### config.mk
export PLATFORM = sky130hd
export DESIGN_NAME = mts_trig_seq
export DESIGN_NICKNAME = d
export VERILOG_FILES = /design/src/hw/mts_pkg.sv /design/src/hw/mts_trig_seq.sv
export SDC_FILE = /design/constraint.sdc
export NUM_CORES = 1
export LEC_CHECK = 0
export BUFFER_PORTS_ARGS = -buffer_cell sky130_fd_sc_hd__buf_2
export CAP_MARGIN = 15
export CORE_ASPECT_RATIO = 2
export CORE_MARGIN = 2
export CORE_UTILIZATION = 40
export DETAILED_ROUTE_END_ITERATION = 12
export PLACE_DENSITY = 0.61
export SLEW_MARGIN = 10
export SYNTH_ARGS = -nofsm -noshare
export SYNTH_HDL_FRONTEND = slang
export SYNTH_SLANG_ARGS = --single-unit
### constraint.sdc
create_clock -name clk_i -period 3.8 [get_ports clk_i]
set_input_delay 0.76 -clock clk_i [delete_from_list [all_inputs] [get_ports clk_i]]
set_output_delay 0.76 -clock clk_i [all_outputs]
set_load 0.02 [all_outputs]
### src/hw/mts_pkg.sv
// ----------------------------------------------------------------------------
// Notes on behaviour
// - pass pulse for in-limit reading
// - fail pulse for out-of-limit reading
// - sample count 1 to 50000, default 1
// - sample count back to one on configure
// - remote accepts only the selected source
// - reset source: auto local, immediate remote
// - configure forces immediate source
// - auto mode measures back to back
// - manual key starts burst, waiting lamp lit
// - manual key ignored under remote
// - one burst per external low pulse
// - buffer one external trigger during reading
// - local single mode also takes external
// - immediate source triggers on entering wait
// - bus command taken only while waiting
// - group execute trigger acts as bus command
// - triggers only in wait, sampling lamp
// - local always waiting unless measuring
// - 20 ms set-up, external pulses discarded
// - device clear aborts to idle
// - device clear keeps settings
// - trigger count 1 to 50000, remote only
// - delay before every reading of burst
// - complete pulse after each measurement
// ----------------------------------------------------------------------------
package mts_pkg;

    // ------------------------------------------------------------------------
    // register map, word addresses on the plain port
    // ------------------------------------------------------------------------
    localparam logic [3:0] ADDR_CTRL   = 4'h0; // source, limit enable
    localparam logic [3:0] ADDR_SCOUNT = 4'h1; // samples per trigger
    localparam logic [3:0] ADDR_TCOUNT = 4'h2; // triggers per arming
    localparam logic [3:0] ADDR_DELAY  = 4'h3; // delay in clock cycles
    localparam logic [3:0] ADDR_CMD    = 4'h4; // write-only command strobes
    localparam logic [3:0] ADDR_STAT   = 4'h5; // sequencer status
    localparam logic [3:0] ADDR_LOWER  = 4'h6; // lower limit
    localparam logic [3:0] ADDR_UPPER  = 4'h7; // upper limit

    // ctrl fields
    localparam int CTRL_SRC_LSB = 0;  // two-bit source
    localparam int CTRL_LIM_EN  = 2;  // limit pulse outputs enable
    // command bits
    localparam int CMD_ARM  = 0;      // measure, read or initiate
    localparam int CMD_CONF = 1;      // configure or measure
    localparam int CMD_BUS  = 2;      // bus trigger command
    localparam int CMD_DCLR = 3;      // device clear

    // ------------------------------------------------------------------------
    // reset values and limits
    // ------------------------------------------------------------------------
    localparam logic [15:0] COUNT_DEF   = 16'h0001;
    localparam logic [15:0] COUNT_MAX   = 16'hC350; // 50000
    localparam logic [31:0] DELAY_DEF   = 32'h0000_0000;
    localparam logic [31:0] LIMIT_DEF   = 32'h0000_0000;

    // ------------------------------------------------------------------------
    // timing
    // ------------------------------------------------------------------------
    localparam int CLK_MHZ        = 125;
    localparam int SETUP_MS       = 20;
    localparam int SETUP_CYC      = SETUP_MS * 1000 * CLK_MHZ; // 2.5M cycles
    localparam int PULSE_NS       = 80;
    localparam int PULSE_CYC      = (PULSE_NS * CLK_MHZ + 999) / 1000;

    // trigger sources
    typedef enum logic [1:0] {
        MTS_SRC_AUTO = 2'b00,  // local continuous
        MTS_SRC_IMM  = 2'b01,  // remote immediate
        MTS_SRC_BUS  = 2'b10,  // remote bus command
        MTS_SRC_EXT  = 2'b11   // external / local single
    } mts_src_t;

    // sequencer states
    typedef enum logic [2:0] {
        MTS_IDLE  = 3'b000,
        MTS_SETUP = 3'b001,
        MTS_WAIT  = 3'b010,
        MTS_DELAY = 3'b011,
        MTS_MEAS  = 3'b100
    } mts_state_t;

    // register bus request
    typedef struct packed {
        logic        wr;
        logic        rd;
        logic [3:0]  addr;
        logic [31:0] wdata;
    } mts_bus_t;

    // one finished reading from the converter
    typedef struct packed {
        logic        done;
        logic [31:0] value;
    } mts_rdg_t;

endpackage : mts_pkg

### src/hw/mts_trig_seq.sv
`timescale 1ns/1ps
`default_nettype none
module mts_trig_seq
    import mts_pkg::*;
#(
    parameter int SETUP_CYCLES = SETUP_CYC      // shorten in simulation
) (
    input  wire logic     clk_i,                // 125 MHz instrument clock
    input  wire logic     nrst_i,               // async low reset, power/remote
    input  wire mts_bus_t bus_i,                // register port request
    output logic [31:0]   rdata_o,              // read data, cycle after strobe
    input  wire logic     remote_i,             // 1 = under remote control
    input  wire logic     key_single_i,         // front-panel key press pulse
    input  wire logic     get_i,                // group execute trigger pulse
    input  wire logic     ext_trig_n_i,         // external trigger pin, low true
    input  wire mts_rdg_t rdg_i,                // converter reading finished
    output logic          start_o,              // start one conversion, pulse
    output logic          meas_complete_n_o,    // measurement_complete_output
    output logic          pass_n_o,             // limit pass pulse, low
    output logic          fail_n_o,             // limit fail pulse, low
    output logic          wait_lamp_o,          // waiting-for-trigger indicator
    output logic          sample_lamp_o         // sampling indicator
);

    // ------------------------------------------------------------------------
    // all state in one struct
    // ------------------------------------------------------------------------
    typedef struct packed {
        logic [1:0]  rst_sync;     // reset release pipe
        logic [1:0]  ext_sync;     // two-stage pin synchroniser
        logic        ext_last;     // previous synchronised level
        mts_src_t    src;          // trigger source
        logic        lim_en;       // limit outputs enabled
        logic [15:0] scount;       // samples per trigger
        logic [15:0] tcount;       // triggers per arming
        logic [31:0] delay;        // delay before each reading
        logic [31:0] lower;        // lower limit
        logic [31:0] upper;        // upper limit
        mts_state_t  st;           // sequencer state
        logic [31:0] tmr;          // set-up and delay timer
        logic [15:0] s_done;       // samples taken in burst
        logic [15:0] t_done;       // triggers taken since arming
        logic        ext_pend;     // buffered external trigger
        logic [7:0]  pw_cnt;       // output pulse width counter
        logic        pass_p;       // pass pulse active
        logic        fail_p;       // fail pulse active
        logic        cmpl_p;       // complete pulse active
        logic        start;        // conversion start
        logic [31:0] rdata;        // read data register
    } mts_state_s_t;

    mts_state_s_t r;              // registered state
    mts_state_s_t next_r;         // next state
    logic         rst_n;          // synchronised reset

    assign rst_n = r.rst_sync[1];

    // ------------------------------------------------------------------------
    // helpers
    // ------------------------------------------------------------------------
    logic ext_fall;     // synchronised falling edge
    logic trig_now;     // a trigger is present this cycle
    logic arming;       // arm command strobe
    logic conf;         // configure command strobe
    logic dclr;         // device clear strobe
    logic bus_trg;      // bus trigger strobe
    logic cmd_wr;       // write to the command register
    logic in_lim;       // reading lies inside the limits

    always_comb begin
        // only the second stage is read by logic
        ext_fall = r.ext_last & ~r.ext_sync[1];
        cmd_wr   = bus_i.wr && (bus_i.addr == ADDR_CMD);
        arming   = cmd_wr & bus_i.wdata[CMD_ARM];
        conf     = cmd_wr & bus_i.wdata[CMD_CONF];
        dclr     = cmd_wr & bus_i.wdata[CMD_DCLR];
        bus_trg  = (cmd_wr & bus_i.wdata[CMD_BUS]) | get_i;
        in_lim   = ($signed(rdg_i.value) >= $signed(r.lower)) &&
                   ($signed(rdg_i.value) <= $signed(r.upper));
        // remote takes the selected source only; local takes auto, else external, plus the key in single
        if (remote_i) begin
            case (r.src)
                MTS_SRC_IMM: trig_now = 1'b1;
                MTS_SRC_BUS: trig_now = bus_trg;
                MTS_SRC_EXT: trig_now = r.ext_pend;
                default:     trig_now = 1'b1;
            endcase
        end else begin
            case (r.src)
                MTS_SRC_AUTO: trig_now = 1'b1;
                // single mode takes the key and the external pin
                MTS_SRC_EXT:  trig_now = key_single_i | r.ext_pend;
                default:      trig_now = r.ext_pend;
            endcase
        end
    end

    // ------------------------------------------------------------------------
    // next-state logic
    // ------------------------------------------------------------------------
    always_comb begin
        next_r          = r;
        next_r.rst_sync = {r.rst_sync[0], 1'b1};
        next_r.ext_sync = {r.ext_sync[0], ext_trig_n_i};
        next_r.ext_last = r.ext_sync[1];
        next_r.start    = 1'b0;

        // register writes
        if (bus_i.wr) begin
            case (bus_i.addr)
                ADDR_CTRL: begin
                    next_r.src    = mts_src_t'(bus_i.wdata[CTRL_SRC_LSB +: 2]);
                    next_r.lim_en = bus_i.wdata[CTRL_LIM_EN];
                end
                ADDR_SCOUNT: begin
                    // out-of-range values clamp into 1..50000
                    if (bus_i.wdata[15:0] == 16'h0000)
                        next_r.scount = COUNT_DEF;
                    else if (bus_i.wdata[15:0] > COUNT_MAX)
                        next_r.scount = COUNT_MAX;
                    else
                        next_r.scount = bus_i.wdata[15:0];
                end
                ADDR_TCOUNT: begin
                    if (bus_i.wdata[15:0] == 16'h0000)
                        next_r.tcount = COUNT_DEF;
                    else if (bus_i.wdata[15:0] > COUNT_MAX)
                        next_r.tcount = COUNT_MAX;
                    else
                        next_r.tcount = bus_i.wdata[15:0];
                end
                ADDR_DELAY: next_r.delay = bus_i.wdata;
                ADDR_LOWER: next_r.lower = bus_i.wdata;
                ADDR_UPPER: next_r.upper = bus_i.wdata;
                default: ;
            endcase
        end
        // configure restores the per-measurement defaults
        if (conf) begin
            next_r.scount = COUNT_DEF;
            next_r.tcount = COUNT_DEF;
            next_r.src    = MTS_SRC_IMM;
        end

        // read data, valid the cycle after the strobe
        next_r.rdata = 32'h0000_0000;
        if (bus_i.rd) begin
            case (bus_i.addr)
                ADDR_CTRL:   next_r.rdata = {29'h0, r.lim_en, r.src};
                ADDR_SCOUNT: next_r.rdata = {16'h0, r.scount};
                ADDR_TCOUNT: next_r.rdata = {16'h0, r.tcount};
                ADDR_DELAY:  next_r.rdata = r.delay;
                ADDR_STAT:   next_r.rdata = {r.t_done, 11'h0, r.ext_pend, 1'b0, r.st};
                ADDR_LOWER:  next_r.rdata = r.lower;
                ADDR_UPPER:  next_r.rdata = r.upper;
                default:     next_r.rdata = 32'h0000_0000;
            endcase
        end

        // buffer one external pulse, discarded during set-up
        if (ext_fall && (r.st != MTS_SETUP) && (r.st != MTS_IDLE || !remote_i))
            next_r.ext_pend = 1'b1;

        // sequencer
        case (r.st)
            MTS_IDLE: begin
                next_r.t_done = 16'h0000;
                // local operation never needs arming
                if (!remote_i) begin
                    next_r.st = MTS_WAIT;
                end else if (arming) begin
                    next_r.st  = MTS_SETUP;
                    next_r.tmr = 32'(SETUP_CYCLES);
                end
            end
            MTS_SETUP: begin
                next_r.ext_pend = 1'b0;
                if (r.tmr <= 32'h0000_0001)
                    next_r.st = MTS_WAIT;
                else
                    next_r.tmr = r.tmr - 32'h0000_0001;
            end
            MTS_WAIT: begin
                // triggers only count in this state
                if (trig_now) begin
                    next_r.ext_pend = 1'b0;
                    next_r.s_done   = 16'h0000;
                    next_r.st       = MTS_DELAY;
                    next_r.tmr      = r.delay;
                end
            end
            MTS_DELAY: begin
                if (r.tmr == 32'h0000_0000) begin
                    next_r.start = 1'b1;
                    next_r.st    = MTS_MEAS;
                end else begin
                    next_r.tmr = r.tmr - 32'h0000_0001;
                end
            end
            MTS_MEAS: begin
                if (rdg_i.done) begin
                    next_r.cmpl_p = 1'b1;
                    next_r.pw_cnt = 8'(PULSE_CYC);
                    next_r.pass_p = r.lim_en & in_lim;
                    next_r.fail_p = r.lim_en & ~in_lim;
                    if (r.s_done + 16'h0001 < r.scount) begin
                        next_r.s_done = r.s_done + 16'h0001;
                        next_r.tmr    = r.delay;
                        next_r.st     = MTS_DELAY;
                    end else if (!remote_i) begin
                        next_r.st = MTS_WAIT;
                    end else if (r.t_done + 16'h0001 < r.tcount) begin
                        next_r.t_done = r.t_done + 16'h0001;
                        next_r.st     = MTS_WAIT;
                    end else begin
                        next_r.st = MTS_IDLE;
                    end
                end
            end
            default: next_r.st = MTS_IDLE;
        endcase

        // output pulse width
        if (r.pw_cnt != 8'h00 && !(r.st == MTS_MEAS && rdg_i.done)) begin
            next_r.pw_cnt = r.pw_cnt - 8'h01;
            if (r.pw_cnt == 8'h01) begin
                next_r.cmpl_p = 1'b0;
                next_r.pass_p = 1'b0;
                next_r.fail_p = 1'b0;
            end
        end

        // device clear wins, settings stay put
        if (dclr) begin
            next_r.st       = MTS_IDLE;
            next_r.ext_pend = 1'b0;
            next_r.start    = 1'b0;
        end
    end

    // ------------------------------------------------------------------------
    // state register; reset release pipe is separate from the logic reset
    // ------------------------------------------------------------------------
    always_ff @(posedge clk_i or negedge nrst_i) begin
        if (!nrst_i) begin
            r          <= '0;
            r.ext_sync <= 2'b11;
            r.ext_last <= 1'b1;
            r.src      <= MTS_SRC_AUTO;
            r.scount   <= COUNT_DEF;
            r.tcount   <= COUNT_DEF;
            r.delay    <= DELAY_DEF;
            r.lower    <= LIMIT_DEF;
            r.upper    <= LIMIT_DEF;
            r.st       <= MTS_IDLE;
        end else if (!rst_n) begin
            // hold logic in reset until release has passed two flops
            r.rst_sync <= next_r.rst_sync;
            r.ext_sync <= next_r.ext_sync;
            r.ext_last <= 1'b1;
        end else begin
            r <= next_r;
        end
    end

    // source default depends on control mode: auto locally, immediate remotely
    // the remote view maps auto onto immediate in the trigger decode

    // ------------------------------------------------------------------------
    // outputs
    // ------------------------------------------------------------------------
    assign rdata_o           = r.rdata;
    assign start_o           = r.start;
    assign meas_complete_n_o = ~r.cmpl_p;
    assign pass_n_o          = ~r.pass_p;
    assign fail_n_o          = ~r.fail_p;
    assign wait_lamp_o       = (r.st == MTS_WAIT);
    assign sample_lamp_o     = (r.st == MTS_DELAY) || (r.st == MTS_MEAS);

endmodule : mts_trig_seq
`default_nettype wire

==> impl_metrics.ini <==
[outcome]
status = finished, final reports clean

[floorplanning]
dieArea_um2 = 38500
num_rows = 99
initial_utilization_pct = 40.5
core_area_um2 = 36400
io_pins = 115
chipHeight_um = 275
die_x_um = 140

[synth]
synth_cell_types = 81
ys_seq_area_share_pct = 42.1
synth_edf_count = 0
synthesis.area_per_instance_um2 = 9.32
synth_warnings = 0
synth_area_um2 = 14700
ys.flop_type = dfrtp_1
ys_ff_latch = 248
synth_nets = 1762
async_flop_share_pct = 100
synthCells = 1581

[setup_path]
startpoint_type = flip-flop
critPathKind = flip-flop to flip-flop
end_kind = flip-flop
path_max_fanout = 8
cp.arrival_ns = 4.08
critPathRequiredTime_ns = 4.22

[power_and_ir_drop]
fin_total_pwr_w = 0.00883
total_leakage_power_nw = 7.86
vdd_drop_max_v = 0.000334
power.density_nw_per_um2 = 524

[drt]
ant_nets = 0
firstDrtPassIters = 8
drt_iter0_markers = 861
vias = 12800
wire_per_inst_um = 23.4
drc = 0
drt-total-wl_um = 50600
via_per_inst = 5.92

[timing]
slew_headroom_pct = 30.3
holdWs_ns = 0.179
fmax_ghz = 0.274
post-route-min-period_ns = 3.66
timing.final.ws_setup_ns = 0.144
fin_crit_sh_pct = 96.2
hold_viol = 0
tightest_slew_ns = 1.05
finalSetupViolations = 0
drv_slew = 0
clock-skew-final_ns = 0.0103

[grt]
antenna_found_initial = 0
grt_pass1_vias = 12900
overflow = 0
grt_max_degree = 80
grt_first_pass_wirelength_um = 76200
groute.usage.overall_pct = 25.7

[finish]
nNetsFinal = 1872
syn2layout_area_growth_pct = 14.4
drive_above_1_share_pct = 18.8
nFillCells = 3593
fin_cells = 2164

[cts]
clk_path_buf_depth = 3
root_buffer = clkbuf_16
path_clk_slew_ns = 0.06
cts_tree = built
clkLatencyLatePin_ns = 0.55
cts_buffers = 25
cts.sinks = 248
cts_max_level = 1

[flow_run]
maxCapViolations = 0

[place]
hpwl_um = 38400
placed_cells_incl_taps = 2110
place_ws_ns = -0.149
place.gp.congestion = 0.916
io_buffers = 114

[min_path]
hold_class = input pin to async pin
==> layout by cell type (no fill, tap or decap), types with 16 or more instances in the layout <==
cell type / instances
a21o_1: 30
a21oi_1: 67
a221oi_1: 17
a22o_1: 25
a22oi_1: 31
buf_2: 113
buf_4: 75
clkbuf_16: 25
dfrtp_1: 239
ha_1: 104
inv_1: 129
mux2_2: 44
mux2i_1: 19
nand2_1: 195
nand3_1: 27
nand4_1: 28
nor2_1: 42
nor3_1: 23
nor4_1: 22
o21ai_0: 151
o22ai_1: 16
o2bb2ai_1: 36
xnor2_1: 20
==> cells by family after synthesis <==
group                    synth area share (%)
AO/OA/AOI/OAI                            20.9
AND/OR/NAND/NOR                          14.3
flip-flops                               42.1
buffers and inverters                    7.10
adder cells (fa/ha/maj)                  8.83
multiplexers                             4.65
XOR/XNOR                                 2.02
other                                  0.0254
==> per-stage QoR <==
stage	instance area (um^2)	util (%)	setup TNS, ns
2_1_floorplan	14700	-	0
3_3_place_gp	15900	43.8	-2.52
3_5_place_dp	15900	43.8	-3.75
4_1_cts	16800	46.0	0
5_1_grt	16900	46.3	-0.161
6_report	16900	46.3	0
==> layer usage <==
layer	part of all wire, %	up-vias	track usage [%]
li1	-	5901	-
met1	36	6362	27.2
met2	52	416	47.0
met3	4.0	131	2.78
met4	8.1	0	18.5
met5	0	-	0
==> power breakdown <==
part	leakage, nW	internal, W	switching [W]
clock network	0.398	0.00140	0.00110
registers	3.14	0.00311	0.000475
logic	4.32	0.00107	0.00168
total	7.86	0.00557	0.00326
==> synthesized netlist by cell type (4+ instances only) <==
cell type	count	area share, %
and2_1	10	0.42
mux2i_1	19	1.3
dfstp_2	5	0.89
nand4_1	28	1.2
nand2_1	195	5.0
o22ai_1	16	0.68
a222oi_1	15	1.0
nor3_1	29	0.98
nor2b_1	9	0.38
nor4_1	24	1.0
clkbuf_1	61	1.6
a221oi_1	17	1.0
nor2_1	46	1.2
mux2_2	44	3.4
a32oi_1	4	0.24
o21ai_0	154	5.2
xor2_1	14	0.83
a22oi_1	31	1.6
or3_1	15	0.64
o31ai_1	7	0.36
xnor2_1	20	1.2
ha_1	104	8.8
buf_2	11	0.37
inv_1	129	3.3
a22o_1	25	1.5
o211ai_1	9	0.46
dfrtp_1	243	41
o2bb2ai_1	36	2.1
nand2b_1	9	0.38
or4_1	6	0.31
o21a_1	7	0.36
a21oi_1	68	2.3
buf_4	34	1.7
and3_1	10	0.42
a21o_1	30	1.5
nand3_1	27	0.92
a31oi_1	7	0.30
==> cell type report <==
cell class | count | area [um^2] | area share (%)
diodes | 1 | 2.50 | 0.0148
clock buffers | 38 | 734 | 4.36
clock inverters | 7 | 63.8 | 0.378
inverters | 130 | 488 | 2.89
multi-input cells | 1094 | 7580 | 45.0
flip-flops and latches | 248 | 6220 | 36.9
well taps | 454 | 568 | 3.37
repair buffers | 192 | 1200 | 7.14
==> worst paths after layout <==
check,from,endpoint,slack (ns),depth (start not counted)
worst max register to register,r[62]$_DFFE_PN0P_,r[56]$_DFFE_PN0P_,0.14,17
worst min-delay path,nrst_i,r[56]$_DFFE_PN0P_,0.18,1
max in group asynchronous,nrst_i,r[158]$_DFFE_PN0P_,2.59,2
min in group clk_i,ext_trig_n_i,next_r[245]$_DFF_PN1_,0.31,1
worst max-delay path,r[62]$_DFFE_PN0P_,r[56]$_DFFE_PN0P_,0.14,17
worst min register to register,next_r[247]$_DFF_PN0_,r[247]$_DFF_PN0_,0.35,0
==> registers in the layout, summed over array words and instances, names as in the netlist <==
signal	flops
rdata_o	32
next_r	3
r	212
start_o	1
==> worst max-delay path, stage by stage (launching register included) <==
cell and delay [ns]:
dfrtp_1 0.40, nand3_1 0.12, or4_4 0.57, nor2_4 0.10, nand4_1 0.12, or2_1 0.26, xnor2_1 0.14, ha_1 0.30
nand4_1 0.11, nor3_2 0.25, buf_4 0.15, o22ai_1 0.07, buf_4 0.16, a21oi_4 0.20, o21bai_1 0.09, buf_4 0.18
buf_4 0.17, mux2i_1 0.13
==> what timing repair did <==
action / 4_1_cts / 5_1_grt
setup buffers: 0 / 8
pin swaps: 0 / 7
endpoints found under the setup margin: 34 / 60
hold endpoints to repair: 0 / 0
hold buffers: 0 / 0
gates resized for setup: 7 / 11
Note: power is estimated with default switching activity, not from simulation.
